**src/i2csr_pkg.sv**
```systemverilog
/*
 * Shared constants and types of the two-wire slave receiver.
 * Assumes a single 100 MHz system clock and a 32-bit register bus.
 */
`default_nettype none

package i2csr_pkg;

    // ********************************************************************
    // Register map
    // ********************************************************************
    localparam int         ADDR_W   = 8;
    localparam logic [7:0] OFS_CTRL = 8'h00;
    localparam logic [7:0] OFS_MODE = 8'h04;
    localparam logic [7:0] OFS_DATA = 8'h08;
    localparam logic [7:0] OFS_OWN  = 8'h0c;
    localparam logic [7:0] OFS_STS  = 8'h10;
    localparam logic [7:0] OFS_CLR  = 8'h14;
    localparam logic [7:0] OFS_IEN  = 8'h18;

    // ********************************************************************
    // Field positions
    // ********************************************************************
    localparam int CTRL_ICE  = 0;
    localparam int CTRL_INTERFACE_INTERRUPT_ENABLE = 1;
    localparam int CTRL_MST  = 2;
    localparam int CTRL_TRS  = 3;
    localparam int CTRL_INTERFACE_INTERRUPT_FLAG = 4;
    localparam int MODE_MLS  = 0;
    localparam int EV_BYTE   = 0;
    localparam int EV_STOP   = 1;
    localparam int EV_START  = 2;
    localparam int EV_W      = 3;

    // ********************************************************************
    // Reset values and counts
    // ********************************************************************
    localparam logic [6:0] RST_OWN   = 7'h2a;
    localparam logic [3:0] BYTE_BITS = 4'h8;
    localparam logic [1:0] RESP_OK   = 2'h0;
    localparam logic [1:0] RESP_ERR  = 2'h2;

    typedef enum logic [5:0] {
        ST_IDLE = 6'h01,
        ST_ADDR = 6'h02,
        ST_DATA = 6'h04,
        ST_ACK  = 6'h08,
        ST_HOLD = 6'h10,
        ST_SKIP = 6'h20
    } i2csr_state_e;

endpackage

`default_nettype wire

```
**src/i2csr_line_if.sv**
```systemverilog
/*
 * Carrier between the line monitor, the bit shifter and the controller.
 * Assumes all three run on the same system clock.
 */
`timescale 1ns/1ns
`default_nettype none

interface i2csr_line_if;
    logic       sda;
    logic       scl_rise;
    logic       scl_fall;
    logic       start_det;
    logic       stop_det;
    logic       restart;
    logic       lsb_first;
    logic [3:0] bit_cnt;
    logic [7:0] shift_byte;

    modport mon (output sda, scl_rise, scl_fall, start_det, stop_det);
    modport shf (input sda, scl_rise, start_det, restart, lsb_first,
                 output bit_cnt, shift_byte);
    modport ctl (input scl_fall, start_det, stop_det, bit_cnt, shift_byte,
                 output restart, lsb_first);
endinterface

`default_nettype wire

```
**src/i2csr_top.sv**
```systemverilog
/*
 * Slave-receive controller of a two-wire serial bus with AXI4-Lite registers.
 * Assumes an external bus master drives the lines and software at the registers
 * reads each byte before the next one completes, or accepts a stretched clock.
 */
`timescale 1ns/1ns
`default_nettype none

module i2csr_top (
    input  wire logic                         clk,
    input  wire logic                         rst,
    input  wire logic [i2csr_pkg::ADDR_W-1:0] s_axi_awaddr,
    input  wire logic                         s_axi_awvalid,
    output var  logic                         s_axi_awready,
    input  wire logic [31:0]                  s_axi_wdata,
    input  wire logic [3:0]                   s_axi_wstrb,
    input  wire logic                         s_axi_wvalid,
    output var  logic                         s_axi_wready,
    output var  logic [1:0]                   s_axi_bresp,
    output var  logic                         s_axi_bvalid,
    input  wire logic                         s_axi_bready,
    input  wire logic [i2csr_pkg::ADDR_W-1:0] s_axi_araddr,
    input  wire logic                         s_axi_arvalid,
    output var  logic                         s_axi_arready,
    output var  logic [31:0]                  s_axi_rdata,
    output var  logic [1:0]                   s_axi_rresp,
    output var  logic                         s_axi_rvalid,
    input  wire logic                         s_axi_rready,
    input  wire logic                         scl_in,
    output var  logic                         scl_out,
    output var  logic                         scl_oe_n,
    input  wire logic                         sda_in,
    output var  logic                         sda_out,
    output var  logic                         sda_oe_n,
    output var  logic                         irq
);

    // ********************************************************************
    // State
    // ********************************************************************
    typedef struct packed {
        i2csr_pkg::i2csr_state_e  state;
        logic                     bus_interface_enable;
        logic                     interface_interrupt_enable;
        logic                     master_select;
        logic                     transmit_select;
        logic                     interface_interrupt_flag;
        logic                     busy;
        logic                     full;
        logic                     bit_order_select;
        logic [6:0]               own;
        logic [7:0]               data;
        logic [i2csr_pkg::EV_W-1:0] sts;
        logic [i2csr_pkg::EV_W-1:0] ien;
        logic                     restart;
        logic                     pin_lvl;
        logic                     scl_oe_n;
        logic                     sda_oe_n;
        logic                     irq;
        logic                     awready;
        logic                     wready;
        logic                     bvalid;
        logic [1:0]               bresp;
        logic                     arready;
        logic                     rvalid;
        logic [1:0]               rresp;
        logic [31:0]              rdata;
    } i2csr_top_s;

    i2csr_top_s r;
    i2csr_top_s next_r;
    logic       wr;
    logic       rd;

    i2csr_line_if line ();

    // ********************************************************************
    // Line front end
    // ********************************************************************
    i2csr_line_mon u_mon (
        .clk    (clk),
        .rst    (rst),
        .scl_in (scl_in),
        .sda_in (sda_in),
        .line   (line)
    );

    i2csr_shifter u_shf (
        .clk  (clk),
        .rst  (rst),
        .line (line)
    );

    // Addresses always arrive most significant bit first, whatever the data order.
    assign line.lsb_first = r.bit_order_select && (r.state != i2csr_pkg::ST_ADDR);
    assign line.restart   = r.restart;

    // ********************************************************************
    // Register decode
    // ********************************************************************
    function automatic logic mapped(input logic [i2csr_pkg::ADDR_W-1:0] a);
        case (a)
            i2csr_pkg::OFS_CTRL,
            i2csr_pkg::OFS_MODE,
            i2csr_pkg::OFS_DATA,
            i2csr_pkg::OFS_OWN,
            i2csr_pkg::OFS_STS,
            i2csr_pkg::OFS_CLR,
            i2csr_pkg::OFS_IEN: mapped = 1'b1;
            default:            mapped = 1'b0;
        endcase
    endfunction

    function automatic logic [31:0] rd_word(input i2csr_top_s s,
                                            input logic [i2csr_pkg::ADDR_W-1:0] a);
        case (a)
            i2csr_pkg::OFS_CTRL: rd_word = {25'h0, s.full, s.busy, s.interface_interrupt_flag, s.transmit_select,
                                            s.master_select, s.interface_interrupt_enable, s.bus_interface_enable};
            i2csr_pkg::OFS_MODE: rd_word = {31'h0, s.bit_order_select};
            i2csr_pkg::OFS_DATA: rd_word = {24'h0, s.data};
            i2csr_pkg::OFS_OWN:  rd_word = {25'h0, s.own};
            i2csr_pkg::OFS_STS:  rd_word = {29'h0, s.sts};
            i2csr_pkg::OFS_IEN:  rd_word = {29'h0, s.ien};
            default:             rd_word = 32'h0;
        endcase
    endfunction

    assign wr = s_axi_awvalid && s_axi_wvalid && !r.bvalid && !r.awready;
    assign rd = s_axi_arvalid && !r.rvalid && !r.arready;

    // ********************************************************************
    // Next state
    // ********************************************************************
    always_comb begin
        next_r         = r;
        next_r.restart = 1'b0;
        next_r.awready = 1'b0;
        next_r.wready  = 1'b0;
        next_r.arready = 1'b0;

        // Software clears come first so that a hardware set in the same cycle wins.
        if (wr) begin
            next_r.awready = 1'b1;
            next_r.wready  = 1'b1;
            next_r.bvalid  = 1'b1;
            next_r.bresp   = mapped(s_axi_awaddr) ? i2csr_pkg::RESP_OK : i2csr_pkg::RESP_ERR;
            if (s_axi_wstrb[0]) begin
                case (s_axi_awaddr)
                    i2csr_pkg::OFS_CTRL: begin
                        next_r.bus_interface_enable  = s_axi_wdata[i2csr_pkg::CTRL_ICE];
                        next_r.interface_interrupt_enable = s_axi_wdata[i2csr_pkg::CTRL_INTERFACE_INTERRUPT_ENABLE];
                        next_r.master_select  = s_axi_wdata[i2csr_pkg::CTRL_MST];
                        next_r.transmit_select  = s_axi_wdata[i2csr_pkg::CTRL_TRS];
                        if (!s_axi_wdata[i2csr_pkg::CTRL_INTERFACE_INTERRUPT_FLAG]) begin
                            next_r.interface_interrupt_flag = 1'b0;
                        end
                    end
                    i2csr_pkg::OFS_MODE: next_r.bit_order_select = s_axi_wdata[i2csr_pkg::MODE_MLS];
                    i2csr_pkg::OFS_OWN:  next_r.own = s_axi_wdata[6:0];
                    i2csr_pkg::OFS_CLR:  next_r.sts = r.sts & ~s_axi_wdata[i2csr_pkg::EV_W-1:0];
                    i2csr_pkg::OFS_IEN:  next_r.ien = s_axi_wdata[i2csr_pkg::EV_W-1:0];
                    default: begin
                    end
                endcase
            end
        end
        if (r.bvalid && s_axi_bready) begin
            next_r.bvalid = 1'b0;
        end

        if (rd) begin
            next_r.arready = 1'b1;
            next_r.rvalid  = 1'b1;
            next_r.rresp   = mapped(s_axi_araddr) ? i2csr_pkg::RESP_OK : i2csr_pkg::RESP_ERR;
            next_r.rdata   = rd_word(r, s_axi_araddr);
            if (s_axi_araddr == i2csr_pkg::OFS_DATA) begin
                next_r.full = 1'b0;
            end
        end
        if (r.rvalid && s_axi_rready) begin
            next_r.rvalid = 1'b0;
        end

        // A disabled interface lets go of both lines and forgets the transfer.
        if (!r.bus_interface_enable) begin
            next_r.state    = i2csr_pkg::ST_IDLE;
            next_r.busy     = 1'b0;
            next_r.scl_oe_n = 1'b1;
            next_r.sda_oe_n = 1'b1;
        end else if (line.stop_det) begin
            next_r.busy     = 1'b0;
            next_r.state    = i2csr_pkg::ST_IDLE;
            next_r.scl_oe_n = 1'b1;
            next_r.sda_oe_n = 1'b1;
            next_r.sts[i2csr_pkg::EV_STOP] = 1'b1;
        end else if (line.start_det) begin
            next_r.busy     = 1'b1;
            next_r.state    = i2csr_pkg::ST_ADDR;
            next_r.scl_oe_n = 1'b1;
            next_r.sda_oe_n = 1'b1;
            next_r.sts[i2csr_pkg::EV_START] = 1'b1;
        end else begin
            case (r.state)
                i2csr_pkg::ST_ADDR: begin
                    if (line.scl_fall && line.bit_cnt == i2csr_pkg::BYTE_BITS) begin
                        if (line.shift_byte[7:1] == r.own && !line.shift_byte[0]) begin
                            next_r.transmit_select      = 1'b0;
                            next_r.sda_oe_n = 1'b0;
                            next_r.interface_interrupt_flag     = 1'b1;
                            next_r.state    = i2csr_pkg::ST_ACK;
                        end else begin
                            next_r.state = i2csr_pkg::ST_SKIP;
                        end
                    end
                end
                i2csr_pkg::ST_DATA: begin
                    if (line.scl_fall && line.bit_cnt == i2csr_pkg::BYTE_BITS) begin
                        if (!r.full) begin
                            next_r.data     = line.shift_byte;
                            next_r.full     = 1'b1;
                            next_r.interface_interrupt_flag     = 1'b1;
                            next_r.sda_oe_n = 1'b0;
                            next_r.sts[i2csr_pkg::EV_BYTE] = 1'b1;
                            next_r.state    = i2csr_pkg::ST_ACK;
                        end else begin
                            next_r.scl_oe_n = 1'b0;
                            next_r.state    = i2csr_pkg::ST_HOLD;
                        end
                    end
                end
                i2csr_pkg::ST_HOLD: begin
                    // The clock stays stretched; the byte waits in the shifter meanwhile.
                    if (!r.full) begin
                        next_r.data     = line.shift_byte;
                        next_r.full     = 1'b1;
                        next_r.interface_interrupt_flag     = 1'b1;
                        next_r.sda_oe_n = 1'b0;
                        next_r.scl_oe_n = 1'b1;
                        next_r.sts[i2csr_pkg::EV_BYTE] = 1'b1;
                        next_r.state    = i2csr_pkg::ST_ACK;
                    end
                end
                i2csr_pkg::ST_ACK: begin
                    if (line.scl_fall) begin
                        next_r.sda_oe_n = 1'b1;
                        next_r.restart  = 1'b1;
                        next_r.state    = i2csr_pkg::ST_DATA;
                    end
                end
                i2csr_pkg::ST_IDLE,
                i2csr_pkg::ST_SKIP: begin
                end
                default: begin
                    next_r.state = i2csr_pkg::ST_IDLE;
                end
            endcase
        end

        next_r.irq = (next_r.interface_interrupt_flag && next_r.interface_interrupt_enable) || |(next_r.sts & next_r.ien);
    end

    // ********************************************************************
    // Registers
    // ********************************************************************
    always_ff @(posedge clk or posedge rst) begin
        if (rst) begin
            r          <= '0;
            r.state    <= i2csr_pkg::ST_IDLE;
            r.own      <= i2csr_pkg::RST_OWN;
            r.scl_oe_n <= 1'b1;
            r.sda_oe_n <= 1'b1;
        end else begin
            r <= next_r;
        end
    end

    // ********************************************************************
    // Outputs
    // ********************************************************************
    assign s_axi_awready = r.awready;
    assign s_axi_wready  = r.wready;
    assign s_axi_bresp   = r.bresp;
    assign s_axi_bvalid  = r.bvalid;
    assign s_axi_arready = r.arready;
    assign s_axi_rdata   = r.rdata;
    assign s_axi_rresp   = r.rresp;
    assign s_axi_rvalid  = r.rvalid;
    assign scl_out       = r.pin_lvl;
    assign scl_oe_n      = r.scl_oe_n;
    assign sda_out       = r.pin_lvl;
    assign sda_oe_n      = r.sda_oe_n;
    assign irq           = r.irq;

endmodule

`default_nettype wire

```
**src/i2csr_line_mon.sv**
```systemverilog
/*
 * Synchronises both bus lines and finds clock edges, start and stop.
 * Assumes the line inputs are asynchronous to clk.
 */
`timescale 1ns/1ns
`default_nettype none

module i2csr_line_mon (
    input  wire logic   clk,
    input  wire logic   rst,
    input  wire logic   scl_in,
    input  wire logic   sda_in,
    i2csr_line_if.mon   line
);
    // Bit 0 carries the clock line, bit 1 the data line.
    typedef struct packed {
        logic [1:0] s1;
        logic [1:0] s2;
        logic [1:0] prev;
    } i2csr_mon_s;

    i2csr_mon_s r;
    i2csr_mon_s next_r;

    always_comb begin
        next_r      = r;
        next_r.s1   = {sda_in, scl_in};
        next_r.s2   = r.s1;
        next_r.prev = r.s2;
    end

    always_ff @(posedge clk or posedge rst) begin
        if (rst) begin
            r <= '{s1: 2'h3, s2: 2'h3, prev: 2'h3};
        end else begin
            r <= next_r;
        end
    end

    assign line.sda       = r.s2[1];
    assign line.scl_rise  = r.s2[0] & ~r.prev[0];
    assign line.scl_fall  = ~r.s2[0] & r.prev[0];
    assign line.start_det = r.s2[0] & r.prev[0] & r.prev[1] & ~r.s2[1];
    assign line.stop_det  = r.s2[0] & r.prev[0] & ~r.prev[1] & r.s2[1];
endmodule

`default_nettype wire

```
**src/i2csr_shifter.sv**
```systemverilog
/*
 * Collects eight data-line samples, one per rising clock-line edge.
 * Assumes restart pulses only while the clock line is low.
 */
`timescale 1ns/1ns
`default_nettype none

module i2csr_shifter (
    input  wire logic   clk,
    input  wire logic   rst,
    i2csr_line_if.shf   line
);
    typedef struct packed {
        logic [3:0] cnt;
        logic [7:0] sh;
    } i2csr_shf_s;

    i2csr_shf_s r;
    i2csr_shf_s next_r;

    always_comb begin
        next_r = r;
        if (line.start_det || line.restart) begin
            next_r.cnt = 4'h0;
            next_r.sh  = 8'h00;
        end else if (line.scl_rise && r.cnt != i2csr_pkg::BYTE_BITS) begin
            // The ninth rise is not shifted, so the own acknowledge never lands here.
            next_r.cnt = r.cnt + 4'h1;
            next_r.sh  = line.lsb_first ? {line.sda, r.sh[7:1]}
                                        : {r.sh[6:0], line.sda};
        end
    end

    always_ff @(posedge clk or posedge rst) begin
        if (rst) begin
            r <= '{cnt: 4'h0, sh: 8'h00};
        end else begin
            r <= next_r;
        end
    end

    assign line.bit_cnt    = r.cnt;
    assign line.shift_byte = r.sh;
endmodule

`default_nettype wire

```
**config.mk**
```make
export PLATFORM = sky130hd
export DESIGN_NAME = i2csr_top
export DESIGN_NICKNAME = d
export VERILOG_FILES = /design/src/i2csr_pkg.sv /design/src/i2csr_line_if.sv /design/src/i2csr_top.sv /design/src/i2csr_line_mon.sv /design/src/i2csr_shifter.sv
export SDC_FILE = /design/constraint.sdc
export NUM_CORES = 1
export LEC_CHECK = 0
export BUFFER_PORTS_ARGS = -buffer_cell sky130_fd_sc_hd__buf_4
export CAP_MARGIN = 5
export CORE_MARGIN = 1.5
export CORE_UTILIZATION = 45
export CTS_CLUSTER_SIZE = 12
export DETAILED_ROUTE_END_ITERATION = 16
export HOLD_SLACK_MARGIN = 0.15
export PLACE_DENSITY = 0.71
export SLEW_MARGIN = 20
export SYNTH_ARGS = -nofsm -noshare
export SYNTH_HDL_FRONTEND = slang
export SYNTH_HIERARCHICAL = 1
export SYNTH_SLANG_ARGS = --single-unit
```
**constraint.sdc**
```tcl
create_clock -name clk -period 2.85 [get_ports clk]
set_input_delay 0.7125 -clock clk [delete_from_list [all_inputs] [get_ports clk]]
set_output_delay 0.7125 -clock clk [all_outputs]
set_load 0.02 [all_outputs]
```
==> flow_summary.json <==
{
  "outcome": "finished, final reports clean",
  "p_int_mw": 1.77,
  "yosys_most_used_dff": "dfrtp_1",
  "hold_buffers": 0,
  "viasPerCell": 5.26,
  "wl_met1_um": 3770,
  "start_util_pct": 47.1,
  "grt_pass1_wl_um": 13200,
  "area_growth_pct": 13.4,
  "synth_top_family_by_area": "simple AND/OR/NAND/NOR gates",
  "clk_pin_slew_ns": 0.08,
  "muxShareOfSynthArea_pct": 14.2,
  "hpwl_um": 5800,
  "num-nets-final": 465,
  "yosys.area.top_type": "dfrtp_1",
  "crit_type": "reg2reg",
  "tightest_slew_ns": 0.644,
  "fillers": 752,
  "dpl_cell_area_mm2": 0.00421,
  "drtIter0Drc": 122,
  "p_switching_mw": 0.707,
  "synth_edf_count": 0,
  "die_x_um": 96.2,
  "crit_path_end_kind": "flop",
  "cts-resized-gates": 0,
  "drc": 0,
  "ys_seq_area_share_pct": 45.8,
  "max_slew_margin_pct": 57.0,
  "cap_violations": 0,
  "root_buffer": "clkbuf_8",
  "crit_family": "simple AND/OR/NAND/NOR gates",
  "wl_met2_um": 3670,
  "met3_wirelength_um": 298,
  "rsz0062_at_grt": "false",
  "multi_input_area_mm2": 0.00181,
  "layout_common_cells": "59 x dfrtp_1, 54 x buf_4, 36 x nand2_1",
  "ant_nets": 0,
  "htree_levels": 3,
  "total_power_mw": 2.48,
  "period_share_pct": 80.1,
  "synth-compound-area-share_pct": 10.0,
  "coreArea_mm2": 0.00830,
  "switching_share_pct": 28.5,
  "critPathRequiredTime_ns": 3.09,
  "globalRouteOverflowTotal": 0,
  "critPathLaunchType": "flop",
  "crit_buf_inv": 1,
  "placementRows": 33,
  "synth_area_mm2": 0.00391,
  "hold_start": "u_mon/next_r[3]$_DFF_PP1_",
  "final-seq-area_mm2": 0.00179,
  "drive_above_1_share_pct": 27.5,
  "period_minus_slack_ns": 2.28,
  "top_layer_used": "met4",
  "seqPwrFrac_pct": 47.0,
  "synthAdderAreaFrac_pct": 0.640,
  "critPathLaunch": "u_mon/r[1]$_DFF_PP1_",
  "clk_latency_ns": 0.35,
  "synth-xor-area-share_pct": 2.46,
  "numPortBuffers": 50,
  "hold_violations": 0,
  "leakage_nw": 2.16,
  "path_max_fanout": 7,
  "post_cts_buffers": 0,
  "num_antenna_cells": 0,
  "synth_top_area_share_pct": 37.8,
  "grt_max_degree": 29,
  "async_flop_share_pct": 100,
  "antenna_found_initial": 0,
  "worstPathCellList": "and4b_1 -> nor2b_2 -> nand2b_1 -> a211o_1 -> buf_4 -> mux2_4",
  "synthTopCellsByArea": "dfrtp_1 38%, dfstp_2 8.1%, buf_4 7.9%",
  "hp-class": "reg2reg",
  "dr.pass1.iters": 4,
  "gp_congestion": 0.835,
  "worst_path_largest_cell_delay_ns": 0.52,
  "syn_inst": 358,
  "post_synth_and_or_nand_nor_area_fraction_pct": 16.4,
  "final_area_mm2": 0.00443,
  "slew_violations": 0,
  "synth.avg_cell_area_um2": 10.9,
  "die-height_um": 96.2,
  "clk_path_buf_depth": 2,
  "timing.final.ws_setup_ns": 0.567,
  "r2r_start": "u_mon/r[1]$_DFF_PP1_",
  "setup_violations": 0,
  "cts_sinks": 71,
  "critPathArrivalTime_ns": 2.52,
  "layout_commonest_cell": "dfrtp_1",
  "power_density_mw_per_mm2": 559,
  "synth-seq-cells": 71,
  "finalSetupTns_ns": 0,
  "holdWs_ns": 0.359,
  "wire_per_inst_um": 15.4,
  "grt_pass1_vias": 2660,
  "final.setup_skew_ns": 0.0115,
  "yosysWarnings": 6,
  "cts_tree": "done",
  "wl_um": 7900,
  "boundaryPins": 107,
  "ir_worst_vdd_uv": 315,
  "p_clk_share_pct": 36.8,
  "numCtsBuffers": 9,
  "max_freq_ghz": 0.438,
  "netlist-cell-type-count": 63,
  "vias": 2692,
  "p_comb_share_pct": 16.2,
  "grt_usage_pct": 19.0,
  "pre_cts_ws_ns": 0.215,
  "die-area_mm2": 0.00926,
  "cpMaxStageDelayCell": "dfstp_2"
}
metrics by stage:
| stage | util, % | std cells |
|---|---|---|
| after floorplan | - | 385 |
| final | 53.4 | 512 |
| after CTS | 53.4 | 512 |
| after detailed placement | 50.7 | 496 |
| after global placement | 50.7 | 496 |
| after global routing | 53.4 | 512 |
state kept, by name, summed over array words and instances (netlist names):
register,cells
irq,1
line.restart,1
r,35
s_axi_arready,1
s_axi_awready,1
s_axi_bresp,1
s_axi_bvalid,1
s_axi_rdata,8
s_axi_rresp,1
s_axi_rvalid,1
scl_oe_n,1
sda_oe_n,1
u_mon/line.sda,1
u_mon/next_r,3
u_mon/r,2
u_shf/line.bit_cnt,4
u_shf/line.shift_byte,8
worst register-to-register path, cell delays in order, from the launching register on:
cell      delay, ns
dfstp_2        0.52
and4b_1        0.23
nor2b_2        0.26
nand2b_1       0.28
a211o_1        0.38
buf_4          0.19
mux2_4         0.30
path summary, 6_finish.rpt:
kind / depth (start not counted) / to / slack (ns)
setup / recovery: 6 / r[58]$_DFFE_PP0P_ / 0.57
hold / removal: 0 / u_mon/line.sda$_DFF_PP1_ / 0.36
setup reg to reg: 6 / r[58]$_DFFE_PP0P_ / 0.57
hold reg to reg: 0 / u_mon/line.sda$_DFF_PP1_ / 0.36
max in group asynchronous: 3 / sda_oe_n$_DFFE_PP1P_ / 1.75
min in group asynchronous: 2 / u_shf/line.shift_byte[6]$_DFFE_PP0P_ / 0.39
power by group through the flow:
stage               combinational (mW)  clock, mW  sequential (mW)
finish                           0.401      0.912             1.16
global route                     0.443      0.964             1.18
CTS                              0.404      0.923             1.16
detailed placement               0.404          0             1.18
global placement                 0.391          0             1.18
floorplan                        0.315          0             1.17
synth_stat cells (4+ instances only):
cell,instances
inv_1,13
dfrtp_1,59
nor3_1,7
buf_4,41
o21ai_0,16
o2bb2ai_1,9
a21oi_1,6
xor2_1,11
nand3_1,12
mux2_2,7
nor2b_1,4
mux2_1,10
nand2_1,36
mux2i_1,22
mux2_4,8
nor2_1,16
dfstp_2,12
and4b_1,5
logic make-up after synthesis:
logic type	Yosys count
and+or+nand+nor	110
muxes	48
adders and majority gates	2
xor gates and xnor gates	11
other	1
buffers and inverters	62
DFF	71
AOI/OAI and AO/OA	53
cell type report:
| class | count | area share, % |
|---|---|---|
| repair buffers | 55 | 9.59 |
| inverters | 13 | 1.10 |
| multi-input cells | 252 | 40.9 |
| clock inverters | 5 | 1.83 |
| clock buffers | 11 | 3.19 |
| well taps | 105 | 2.96 |
| flip-flops and latches | 71 | 40.4 |
layer usage:
metal,vias up,GRT usage [%]
li1,1290,-
met1,1311,25.1
met2,76,30.4
met3,15,3.71
met4,0,8.21
met5,-,0
Power figures use the tool's default switching activity.
